===== config.mk =====
export PLATFORM = sky130hd
export DESIGN_NAME = cbm_byte_mapper
export DESIGN_NICKNAME = d
export VERILOG_FILES = /design/src/common/cbm_pkg.sv /design/src/verilog/cbm_buf2.sv /design/src/verilog/cbm_byte_mapper.sv
export SDC_FILE = /design/constraint.sdc
export NUM_CORES = 2
export LEC_CHECK = 0
export BUFFER_PORTS_ARGS = -buffer_cell sky130_fd_sc_hd__buf_2
export CORE_ASPECT_RATIO = 0.7
export CORE_MARGIN = 2
export CORE_UTILIZATION = 30
export DETAILED_ROUTE_END_ITERATION = 10
export MAX_ROUTING_LAYER = met4
export PLACE_DENSITY = 0.55
export SLEW_MARGIN = 0
export SYNTH_ARGS = -nofsm -noshare
export SYNTH_HDL_FRONTEND = slang
export SYNTH_SLANG_ARGS = --single-unit
export TNS_END_PERCENT = 100

===== constraint.sdc =====
create_clock -name clk_sys -period 3.1 [get_ports clk_sys]
set_clock_uncertainty 0.05 [all_clocks]
set_input_delay 0.155 -clock clk_sys [delete_from_list [all_inputs] [get_ports clk_sys]]
set_output_delay 0.155 -clock clk_sys [all_outputs]
set_load 0.005 [all_outputs]

===== src/common/cbm_pkg.sv =====
// Constants shared by the cyclic byte mapper and its testbench.
package cbm_pkg;
    // Cyclic frame formats selected by bits 1:0 of configuration register 0.
    localparam logic [1:0] FMT_BASIC = 2'h0;
    localparam logic [1:0] FMT_EXT12 = 2'h1;
    localparam logic [1:0] FMT_EXT32 = 2'h2;
    localparam logic [5:0] LEN_BASIC = 6'h06;
    localparam logic [5:0] LEN_EXT12 = 6'h0C;
    localparam logic [5:0] LEN_EXT32 = 6'h20;
    // Byte offsets of the 16-bit fields, high byte at the offset.
    localparam int OFS_CMD     = 0;
    localparam int OFS_FREF    = 2;
    localparam int OFS_AO      = 10;
    localparam int OFS_DO      = 14;
    localparam int OFS_STAT    = 0;
    localparam int OFS_SPEED   = 2;
    localparam int OFS_TORQ    = 4;
    localparam int OFS_CUR_B   = 4;
    localparam int OFS_FREFMON = 8;
    localparam int OFS_OFREQ   = 10;
    localparam int OFS_CUR_X   = 12;
    localparam int OFS_AI      = 14;
    // Message area: start byte, offsets inside it and the handshake byte index.
    localparam logic [4:0] MSG_BASE_EXT32 = 5'h10;
    localparam logic [4:0] MSG_BASE_EXT12 = 5'h04;
    localparam logic [4:0] MSG_FUNC       = 5'h00;
    localparam logic [4:0] MSG_ADDR       = 5'h01;
    localparam logic [4:0] MSG_CNT        = 5'h03;
    localparam logic [4:0] MSG_DATA       = 5'h04;
    localparam logic [4:0] HS_EXT32       = 5'h1F;
    localparam logic [4:0] HS_EXT12       = 5'h0B;
    // Pass-through function codes of the output terminals, and the V/f control method code.
    localparam logic [2:0] AO_PASS = 3'h0;
    localparam logic [3:0] DO_PASS = 4'hF;
    localparam logic [2:0] CMS_VF  = 3'h0;
    // Divide by ten as multiply and shift, exact for 16-bit operands.
    localparam logic [16:0] DIV10_MUL   = 17'h0CCCD;
    localparam int          DIV10_SHIFT = 19;
    // Register offsets and reset values.
    localparam logic [3:0]  REG_CFG0   = 4'h0;
    localparam logic [3:0]  REG_CFG1   = 4'h4;
    localparam logic [3:0]  REG_STATUS = 4'h8;
    localparam logic [31:0] CFG0_RST   = 32'h0000_0004;
    localparam logic [31:0] CFG1_RST   = 32'h0000_0001;
    typedef enum logic [1:0] {
        MSG_IDLE  = 2'b00,
        MSG_WAIT  = 2'b01,
        MSG_REPLY = 2'b11
    } cbm_msg_t;
endpackage : cbm_pkg


===== src/verilog/cbm_buf2.sv =====
// Two-entry buffer with valid and ready on both sides.
`timescale 1ns/1ps
`default_nettype none
module cbm_buf2 #(
    parameter int W = 9
) (
    input  wire logic         clk_sys,
    input  wire logic         rstn,
    input  wire logic         clkEn,
    input  wire logic         inValid,
    output logic              inReady,
    input  wire logic [W-1:0] inData,
    output logic              outValid,
    input  wire logic         outReady,
    output logic [W-1:0]      outData
);
    logic [W-1:0] mem_q [2];
    logic         wrPtr_q;
    logic         rdPtr_q;
    logic [1:0]   count_q;
    wire          push = inValid && inReady && clkEn;
    wire          pop  = outValid && outReady && clkEn;

    assign inReady  = (count_q != 2'h2);
    assign outValid = (count_q != 2'h0);
    assign outData  = mem_q[rdPtr_q];

    always_ff @(posedge clk_sys or negedge rstn) begin
        if (!rstn) begin
            mem_q[0] <= '0;
            mem_q[1] <= '0;
            wrPtr_q  <= 1'b0;
            rdPtr_q  <= 1'b0;
            count_q  <= 2'h0;
        end else begin
            if (push) begin
                mem_q[wrPtr_q] <= inData;
                wrPtr_q        <= ~wrPtr_q;
            end
            if (pop) begin
                rdPtr_q <= ~rdPtr_q;
            end
            if (push && !pop) begin
                count_q <= count_q + 2'h1;
            end else if (pop && !push) begin
                count_q <= count_q - 2'h1;
            end
        end
    end
endmodule : cbm_buf2
`default_nettype wire


===== src/verilog/cbm_byte_mapper.sv =====
// Cyclic fieldbus byte mapper between bus frames and drive fields.
`timescale 1ns/1ps
`default_nettype none
module cbm_byte_mapper
    import cbm_pkg::*;
(
    input  wire logic        clk_sys,
    input  wire logic        rstn,
    input  wire logic        clkEn,
    input  wire logic [3:0]  regAddr,
    input  wire logic [31:0] regWdata,
    input  wire logic        regWr,
    input  wire logic        regRd,
    output logic [31:0]      regRdata,
    input  wire logic        rxValid,
    input  wire logic        rxFirst,
    input  wire logic [7:0]  rxByte,
    input  wire logic        txStart,
    output logic             txValid,
    input  wire logic        txReady,
    output logic [7:0]       txByte,
    output logic             txLast,
    output logic             txBusy,
    output logic [15:0]      cmdWord,
    output logic [15:0]      freqRefWord,
    output logic             cmdStrobe,
    output logic [15:0]      aoWord,
    output logic             aoPass,
    output logic             relayOut,
    output logic             ocaOut,
    output logic             ocbOut,
    input  wire logic [15:0] monStatus,
    input  wire logic [15:0] monSpeedHz,
    input  wire logic [15:0] monSpeedPct,
    input  wire logic [15:0] monSpeedRpm,
    input  wire logic [15:0] monOutFreq,
    input  wire logic [15:0] monTorque,
    input  wire logic [15:0] monFreqRef,
    input  wire logic [15:0] monCurrent,
    input  wire logic [15:0] monAnalogIn,
    output logic             torqueValid,
    output logic             msgStart,
    output logic [7:0]       msgFunc,
    output logic [15:0]      msgAddr,
    output logic [7:0]       msgCount,
    output logic [15:0]      msgData0,
    output logic [15:0]      msgData1,
    output logic [15:0]      msgData2,
    output logic [15:0]      msgData3,
    input  wire logic        msgDone,
    input  wire logic [7:0]  rspFunc,
    input  wire logic [15:0] rspAddr,
    input  wire logic [7:0]  rspCount,
    input  wire logic [15:0] rspData0,
    input  wire logic [15:0] rspData1,
    input  wire logic [15:0] rspData2,
    input  wire logic [15:0] rspData3
);
    function automatic logic [5:0] frameLen(input logic [1:0] f);
        frameLen = (f == FMT_EXT32) ? LEN_EXT32 :
                   (f == FMT_EXT12) ? LEN_EXT12 : LEN_BASIC;
    endfunction : frameLen

    logic [31:0] cfg0_q;
    logic [31:0] cfg1_q;
    logic [31:0] regRdata_q;
    logic [7:0]  rxBuf_q [32];
    logic [4:0]  rxIdx_q;
    logic        commit_q;
    logic [7:0]  txFrame_q [32];
    logic [7:0]  txFrameD [32];
    logic        txActive_q;
    logic [4:0]  txIdx_q;
    cbm_msg_t    msgState_q;
    logic [7:0]  hsSeen_q;
    logic [7:0]  hsEcho_q;
    logic [7:0]  rspFunc_q;
    logic [15:0] rspAddr_q;
    logic [7:0]  rspCount_q;
    logic [15:0] rspData_q [4];

    // Configuration fields.
    wire [1:0] fmtSel               = cfg0_q[1:0];
    wire       cyclicFormatSelect   = cfg0_q[2];
    wire [2:0] controlMethodSelect  = cfg0_q[6:4];
    wire [1:0] displayScalingSelect = cfg0_q[9:8];
    wire       ratedLarge           = cfg0_q[12];
    wire [2:0] analogOutputFunctionSelect   = cfg1_q[2:0];
    wire [3:0] relayOutputFunctionSelect    = cfg1_q[11:8];
    wire [3:0] openCollectorAFunctionSelect = cfg1_q[19:16];
    wire [3:0] openCollectorBFunctionSelect = cfg1_q[27:24];

    wire       isExt32  = (fmtSel == FMT_EXT32);
    wire       isBasic  = (fmtSel == FMT_BASIC);
    wire       vfMode   = (controlMethodSelect == CMS_VF);
    wire       mapOn    = cyclicFormatSelect;
    wire [5:0] lenNow   = frameLen(fmtSel);
    wire [4:0] lastIdx  = 5'(lenNow - 6'h01);
    wire [4:0] msgBase  = isExt32 ? MSG_BASE_EXT32 : MSG_BASE_EXT12;
    wire [4:0] hsIdx    = isExt32 ? HS_EXT32 : HS_EXT12;
    wire [4:0] rxIdxNow = rxFirst ? 5'h00 : rxIdx_q;

    // Received words, high byte first.
    wire [15:0] rxCmdW  = {rxBuf_q[OFS_CMD], rxBuf_q[OFS_CMD+1]};
    wire [15:0] rxFrefW = {rxBuf_q[OFS_FREF], rxBuf_q[OFS_FREF+1]};
    wire [15:0] rxAoW   = {rxBuf_q[OFS_AO], rxBuf_q[OFS_AO+1]};
    wire [15:0] rxDoW   = {rxBuf_q[OFS_DO], rxBuf_q[OFS_DO+1]};
    wire [7:0]  rxHs    = rxBuf_q[hsIdx];
    wire        newMsg  = commit_q && !isBasic &&
                          (rxHs != hsSeen_q) && (msgState_q == MSG_IDLE);

    // Monitor words as they enter the reply frame.
    wire [15:0] speedScaled = (displayScalingSelect == 2'h0) ? monSpeedHz :
                              (displayScalingSelect == 2'h1) ? monSpeedPct :
                              monSpeedRpm;
    wire [15:0] speedField  = !vfMode ? speedScaled :
                              isExt32 ? 16'h0000 : monOutFreq;
    wire [32:0] curProduct  = monCurrent * DIV10_MUL;
    wire [15:0] curTenth    = 16'(curProduct >> DIV10_SHIFT);
    wire [15:0] curField    = ratedLarge ? curTenth : monCurrent;
    wire [15:0] torqField   = vfMode ? 16'h0000 : monTorque;

    // Reply frame contents, each word high byte at the lower index.
    always_comb begin
        for (int i = 0; i < 32; i++) begin
            txFrameD[i] = 8'h00;
        end
        if (mapOn) begin
            {txFrameD[OFS_STAT], txFrameD[OFS_STAT+1]}   = monStatus;
            {txFrameD[OFS_SPEED], txFrameD[OFS_SPEED+1]} = speedField;
            if (isBasic) begin
                {txFrameD[OFS_CUR_B], txFrameD[OFS_CUR_B+1]} = curField;
            end else begin
                txFrameD[msgBase+MSG_FUNC]   = rspFunc_q;
                txFrameD[msgBase+MSG_ADDR]   = rspAddr_q[15:8];
                txFrameD[msgBase+MSG_ADDR+1] = rspAddr_q[7:0];
                txFrameD[msgBase+MSG_CNT]    = rspCount_q;
                txFrameD[msgBase+MSG_DATA]   = rspData_q[0][15:8];
                txFrameD[msgBase+MSG_DATA+1] = rspData_q[0][7:0];
                txFrameD[hsIdx]              = hsEcho_q;
            end
            if (isExt32) begin
                {txFrameD[OFS_TORQ], txFrameD[OFS_TORQ+1]} = torqField;
                {txFrameD[OFS_FREFMON], txFrameD[OFS_FREFMON+1]} = monFreqRef;
                {txFrameD[OFS_OFREQ], txFrameD[OFS_OFREQ+1]} = monOutFreq;
                {txFrameD[OFS_CUR_X], txFrameD[OFS_CUR_X+1]} = curField;
                {txFrameD[OFS_AI], txFrameD[OFS_AI+1]} = monAnalogIn;
                for (int k = 1; k < 4; k++) begin
                    txFrameD[MSG_BASE_EXT32+MSG_DATA+5'(2*k)] =
                        rspData_q[k][15:8];
                    txFrameD[MSG_BASE_EXT32+MSG_DATA+5'(2*k+1)] =
                        rspData_q[k][7:0];
                end
            end
        end
    end

    // Register bus: decode and read selection.
    wire        wrCfg0 = regWr && (regAddr == REG_CFG0);
    wire        wrCfg1 = regWr && (regAddr == REG_CFG1);
    wire [31:0] statusW = {7'h00, txActive_q, hsEcho_q, hsSeen_q,
                           6'h00, msgState_q};
    wire [31:0] rdSel  = (regAddr == REG_CFG0)   ? cfg0_q :
                         (regAddr == REG_CFG1)   ? cfg1_q :
                         (regAddr == REG_STATUS) ? statusW : 32'h0000_0000;
    assign regRdata = regRdata_q;

    always_ff @(posedge clk_sys or negedge rstn) begin
        if (!rstn) begin
            cfg0_q     <= CFG0_RST;
            cfg1_q     <= CFG1_RST;
            regRdata_q <= 32'h0000_0000;
        end else if (clkEn) begin
            if (wrCfg0) begin
                cfg0_q <= regWdata;
            end
            if (wrCfg1) begin
                cfg1_q <= regWdata;
            end
            regRdata_q <= regRd ? rdSel : 32'h0000_0000;
        end
    end

    // Frame reception into a byte store; commit after the last byte.
    always_ff @(posedge clk_sys or negedge rstn) begin
        if (!rstn) begin
            for (int i = 0; i < 32; i++) begin
                rxBuf_q[i] <= 8'h00;
            end
            rxIdx_q  <= 5'h00;
            commit_q <= 1'b0;
        end else if (clkEn) begin
            commit_q <= 1'b0;
            if (rxValid) begin
                rxBuf_q[rxIdxNow] <= rxByte;
                rxIdx_q           <= rxIdxNow + 5'h01;
                commit_q          <= mapOn && (rxIdxNow == lastIdx);
            end
        end
    end

    // Drive command fields and output terminals.
    always_ff @(posedge clk_sys or negedge rstn) begin
        if (!rstn) begin
            cmdWord     <= 16'h0000;
            freqRefWord <= 16'h0000;
            cmdStrobe   <= 1'b0;
            aoWord      <= 16'h0000;
            relayOut    <= 1'b0;
            ocaOut      <= 1'b0;
            ocbOut      <= 1'b0;
        end else if (clkEn) begin
            cmdStrobe <= commit_q;
            if (commit_q) begin
                cmdWord     <= rxCmdW;
                freqRefWord <= rxFrefW;
                if (isExt32) begin
                    if (aoPass) begin
                        aoWord <= rxAoW;
                    end
                    if (relayOutputFunctionSelect == DO_PASS) begin
                        relayOut <= rxDoW[0];
                    end
                    if (openCollectorAFunctionSelect == DO_PASS) begin
                        ocaOut <= rxDoW[1];
                    end
                    if (openCollectorBFunctionSelect == DO_PASS) begin
                        ocbOut <= rxDoW[2];
                    end
                end
            end
        end
    end
    assign aoPass      = (analogOutputFunctionSelect == AO_PASS);
    assign torqueValid = !vfMode;

    // Register message exchange with the drive, paced by the handshake.
    always_ff @(posedge clk_sys or negedge rstn) begin
        if (!rstn) begin
            msgState_q <= MSG_IDLE;
            hsSeen_q   <= 8'h00;
            hsEcho_q   <= 8'h00;
            msgStart   <= 1'b0;
            msgFunc    <= 8'h00;
            msgAddr    <= 16'h0000;
            msgCount   <= 8'h00;
            msgData0   <= 16'h0000;
            msgData1   <= 16'h0000;
            msgData2   <= 16'h0000;
            msgData3   <= 16'h0000;
            rspFunc_q  <= 8'h00;
            rspAddr_q  <= 16'h0000;
            rspCount_q <= 8'h00;
            for (int k = 0; k < 4; k++) begin
                rspData_q[k] <= 16'h0000;
            end
        end else if (clkEn) begin
            msgStart <= 1'b0;
            unique case (msgState_q)
                MSG_IDLE: begin
                    if (newMsg) begin
                        hsSeen_q   <= rxHs;
                        msgStart   <= 1'b1;
                        msgFunc    <= rxBuf_q[msgBase+MSG_FUNC];
                        msgAddr    <= {rxBuf_q[msgBase+MSG_ADDR],
                                       rxBuf_q[msgBase+MSG_ADDR+1]};
                        msgCount   <= rxBuf_q[msgBase+MSG_CNT];
                        msgData0   <= {rxBuf_q[msgBase+MSG_DATA],
                                       rxBuf_q[msgBase+MSG_DATA+1]};
                        msgData1   <= isExt32 ? {rxBuf_q[22], rxBuf_q[23]}
                                              : 16'h0000;
                        msgData2   <= isExt32 ? {rxBuf_q[24], rxBuf_q[25]}
                                              : 16'h0000;
                        msgData3   <= isExt32 ? {rxBuf_q[26], rxBuf_q[27]}
                                              : 16'h0000;
                        msgState_q <= MSG_WAIT;
                    end
                end
                MSG_WAIT: begin
                    if (msgDone) begin
                        rspFunc_q    <= rspFunc;
                        rspAddr_q    <= rspAddr;
                        rspCount_q   <= rspCount;
                        rspData_q[0] <= rspData0;
                        rspData_q[1] <= rspData1;
                        rspData_q[2] <= rspData2;
                        rspData_q[3] <= rspData3;
                        msgState_q   <= MSG_REPLY;
                    end
                end
                MSG_REPLY: begin
                    hsEcho_q   <= hsSeen_q;
                    msgState_q <= MSG_IDLE;
                end
                default: begin
                    msgState_q <= MSG_IDLE;
                end
            endcase
        end
    end

    // Reply frame: snapshot on start, then byte by byte into the buffer.
    wire        bufInReady;
    wire        pushByte = txActive_q && bufInReady;
    wire        lastByte = (txIdx_q == lastIdx);
    wire [8:0]  bufOut;

    always_ff @(posedge clk_sys or negedge rstn) begin
        if (!rstn) begin
            for (int i = 0; i < 32; i++) begin
                txFrame_q[i] <= 8'h00;
            end
            txActive_q <= 1'b0;
            txIdx_q    <= 5'h00;
        end else if (clkEn) begin
            if (txStart && !txActive_q) begin
                txFrame_q  <= txFrameD;
                txActive_q <= 1'b1;
                txIdx_q    <= 5'h00;
            end else if (pushByte) begin
                txIdx_q    <= txIdx_q + 5'h01;
                txActive_q <= !lastByte;
            end
        end
    end

    cbm_buf2 #(
        .W (9)
    ) uTxBuf (
        .clk_sys  (clk_sys),
        .rstn     (rstn),
        .clkEn    (clkEn),
        .inValid  (txActive_q),
        .inReady  (bufInReady),
        .inData   ({lastByte, txFrame_q[txIdx_q]}),
        .outValid (txValid),
        .outReady (txReady),
        .outData  (bufOut)
    );
    assign txByte = bufOut[7:0];
    assign txLast = bufOut[8];
    assign txBusy = txActive_q;
endmodule : cbm_byte_mapper
`default_nettype wire

==> impl_metrics.json <==
{
  "status": "finished, violations left",
  "violations": "negative setup slack",
  "first_pass_iters": 6,
  "cts_max_level": 3,
  "avgSynthCellArea_um2": 12.5,
  "drive_gt1_share_pct": 35.3,
  "setup_tns_ps": -33370,
  "cp.arrival_ps": 5150,
  "total_power_mw": 36.7,
  "dr_total_vias": 28418,
  "async_reset_ff_share_pct": 100,
  "rrSetupSlack_ps": 130,
  "first_global_vias": 29815,
  "synth-warning-count": 0,
  "via_per_inst": 4.89,
  "cts_buffer_depth": 3,
  "gp_congestion": 0.881,
  "insertion_delay_ps": 710,
  "grt_first_pass_wirelength_mm": 197,
  "syn_area_um2": 39600,
  "syn_inst": 3153,
  "power_leakage_nw": 25.6,
  "die_area_um2": 135000,
  "dieHeight_um": 308,
  "fin_crit_ps": 4570,
  "nNetsFinal": 4494,
  "cp-start-kind": "primary input",
  "dp_slack_ps": -2290,
  "cts-root-buf": "clkbuf_16",
  "reg2reg_depth": 10,
  "ys_ff_latch": 828,
  "max-cap-violations": 0,
  "drtIter0Drc": 2074,
  "synth_top_flop_cell": "dfrtp_1",
  "rsz0062_at_grt": "yes",
  "period_share_pct": 148,
  "grt_max_degree": 106,
  "gr-total-overflow": 0,
  "cts_tree": "yes",
  "yosys.cell_types.count": 73,
  "dp_hpwl_mm": 93.6,
  "worst_slack_ps": -1470,
  "finalSetupViolations": 26,
  "post_drt_wl_per_cell_um": 22.7,
  "hold_viol": 0,
  "synth-edff-count": 0,
  "worstReg2RegEnd": "msgAddr[13]$_DFFE_PN0P_",
  "antenna_found_initial": 13,
  "fmax_mhz": 219,
  "crit_fanout": 4,
  "drcViolationCount": 0,
  "crit_required_ps": 3670,
  "area_delta_synth_final_pct": 30.1,
  "hp-class": "primary input to register",
  "io_pins": 488,
  "synth-seq-area-share_pct": 52.4,
  "start_util_pct": 30.2,
  "die_w_um": 438,
  "worstHoldStart": "regAddr[2]",
  "max-slew-margin-rel_pct": 32.7,
  "endpoint": "txFrame_q[219]$_DFFE_PN0P_",
  "ir_worst_vdd_mv": 0.833,
  "rows": 111,
  "slew_violations": 0,
  "p_per_area_nw_per_um2": 714,
  "path_class": "primary input to register",
  "regToRegStartpoint": "cfg0_q[0]$_DFFE_PN0P_",
  "synth_nets": 3665,
  "worstSetupEndpointType": "register",
  "io_buffers": 487,
  "path_clk_slew_ps": 60,
  "core_um2": 131000,
  "cp-startpoint": "monCurrent[7]",
  "clock-sinks": 828,
  "ant_nets": 0,
  "numCtsBuffers": 88,
  "holdWs_ps": 84.4,
  "tightest_slew_ps": 1010,
  "routed_wl_mm": 132,
  "groute.usage.overall_pct": 20.2
}
==> flip-flops by register name, indices dropped and copies added (netlist names), 8 cells and up <==
name and cells:
txFrame_q 232, rspData_q 64, aoWord 16, cfg1_q 32
rspCount_q 8, msgAddr 16, msgFunc 8, rspFunc_q 8
hsSeen_q 8, cmdWord 16, hsEcho_q 8, freqRefWord 16
msgData3 16, cfg0_q 32, rspAddr_q 16, msgCount 8
msgData2 16, msgData1 16, rxAoW 16, rxBuf_q 187
uTxBuf.mem_q 18, regRdata 32, msgData0 16
==> cells in the final DEF (no fill, tap or decap), drive strengths merged, types with 123 or more instances in the layout <==
| master | Yosys | routed |
|---|---|---|
| nand2 | 301 | 301 |
| mux2 | 436 | 436 |
| dlygate4sd3 | 0 | 267 |
| clkbuf | 161 | 123 |
| ha | 139 | 139 |
| buf | 49 | 682 |
| a22o | 167 | 167 |
| o21ai | 168 | 168 |
| inv | 201 | 206 |
| dfrtp | 826 | 826 |
==> worst min-delay path by stage <==
stage	endpoint	cells after the start
after floorplan	aoWord[0]$_DFFE_PN0P_	0
after global placement	txFrame_q[134]$_DFFE_PN0P_	1
after detailed placement	txFrame_q[158]$_DFFE_PN0P_	1
after CTS	regRdata[14]$_DFFE_PN0P_	5
after global routing	txFrame_q[152]$_DFFE_PN0P_	5
final	regRdata[14]$_DFFE_PN0P_	5
==> per-layer routing <==
metal / part of all wire, % / GRT usage [%]
met4: 2.7 / 5.46
met3: 5.0 / 4.12
met1: 43 / 25.5
met2: 49 / 32.9
met5: 0 / -
==> power by group <==
group | internal [mW] | leakage (nW) | switching [mW]
registers | 11.7 | 11.4 | 0.660
clock network | 6.46 | 1.48 | 4.67
logic | 6.40 | 12.7 | 6.83
total | 24.6 | 25.6 | 12.2
==> stage by stage <==
stage | util (%) | instances | cell area [um2]
final | 39.3 | 5810 | 51400
after global routing | 39.3 | 5809 | 51400
after CTS | 39.2 | 5798 | 51300
after detailed placement | 34.5 | 5361 | 45100
after global placement | 34.5 | 5361 | 45100
after floorplan | - | 3153 | 39700
==> cells by family (layout without fill, tap and decap cells) <==
logic type	Yosys count	after routing	synth area share, %
AND/OR/NAND/NOR	526	526	6.04
AO/OA/AOI/OAI	531	531	9.58
buffers and inverters	411	1308	4.13
other	0	9	0
multiplexers	602	602	18.6
adder cells (fa/ha/maj)	218	218	8.40
flip-flops	828	828	52.4
XOR/XNOR	37	37	0.819
==> area by class of cell <==
class	instances	area (um2)
fill	12652	79400
sequential	828	20700
multi-input combinational	1914	17800
timing repair buffer	949	6970
clock buffer	123	2510
tap	1751	2190
inverter	201	757
clock inverter	35	519
antenna	9	22.5
==> critical path, cell delays in order <==
cell and delay (ps):
buf_8 110, ha_4 280, inv_4 40, fa_1 520, inv_1 50, fa_1 510, fa_1 430, fa_1 490
inv_1 50, fa_1 490, inv_2 50, ha_4 300, nand2_4 60, o21ai_4 170, nor4b_2 70, o21a_2 140
or4_4 600, nand2_4 120, o41ai_2 70, mux2_4 330, a21oi_2 110
==> what timing repair did <==
action / 4_1_cts / 5_1_grt
hold buffers: 268 / 0
pin swaps: 33 / 24
setup buffers: 14 / 4
hold endpoints to repair: 978 / 0
setup endpoints to repair: 30 / 94
resized for setup: 74 / 23
==> Yosys cell counts (10+ instances only) <==
master / n / share of area (%)
nand3_1: 78 / 0.99
a21oi_1: 56 / 0.71
nor2_1: 37 / 0.35
nor3_1: 18 / 0.23
o2111ai_1: 19 / 0.42
o22ai_1: 13 / 0.21
o21ai_0: 159 / 2.0
o211ai_1: 10 / 0.19
inv_1: 201 / 1.9
ha_1: 139 / 4.4
xnor2_1: 19 / 0.42
a21o_1: 11 / 0.21
fa_1: 79 / 4.0
mux2i_1: 102 / 2.6
buf_2: 22 / 0.28
nand4_1: 12 / 0.19
nand2b_1: 32 / 0.51
mux2_2: 435 / 12
a22o_1: 167 / 3.7
a22oi_1: 13 / 0.25
clkbuf_1: 158 / 1.5
dfrtp_1: 826 / 52
xor2_1: 18 / 0.40
a222oi_1: 27 / 0.68
buf_1: 21 / 0.20
mux4_2: 64 / 3.6
nor3b_1: 14 / 0.27
nand2_1: 299 / 2.8
(Power assumes the default switching activity.)
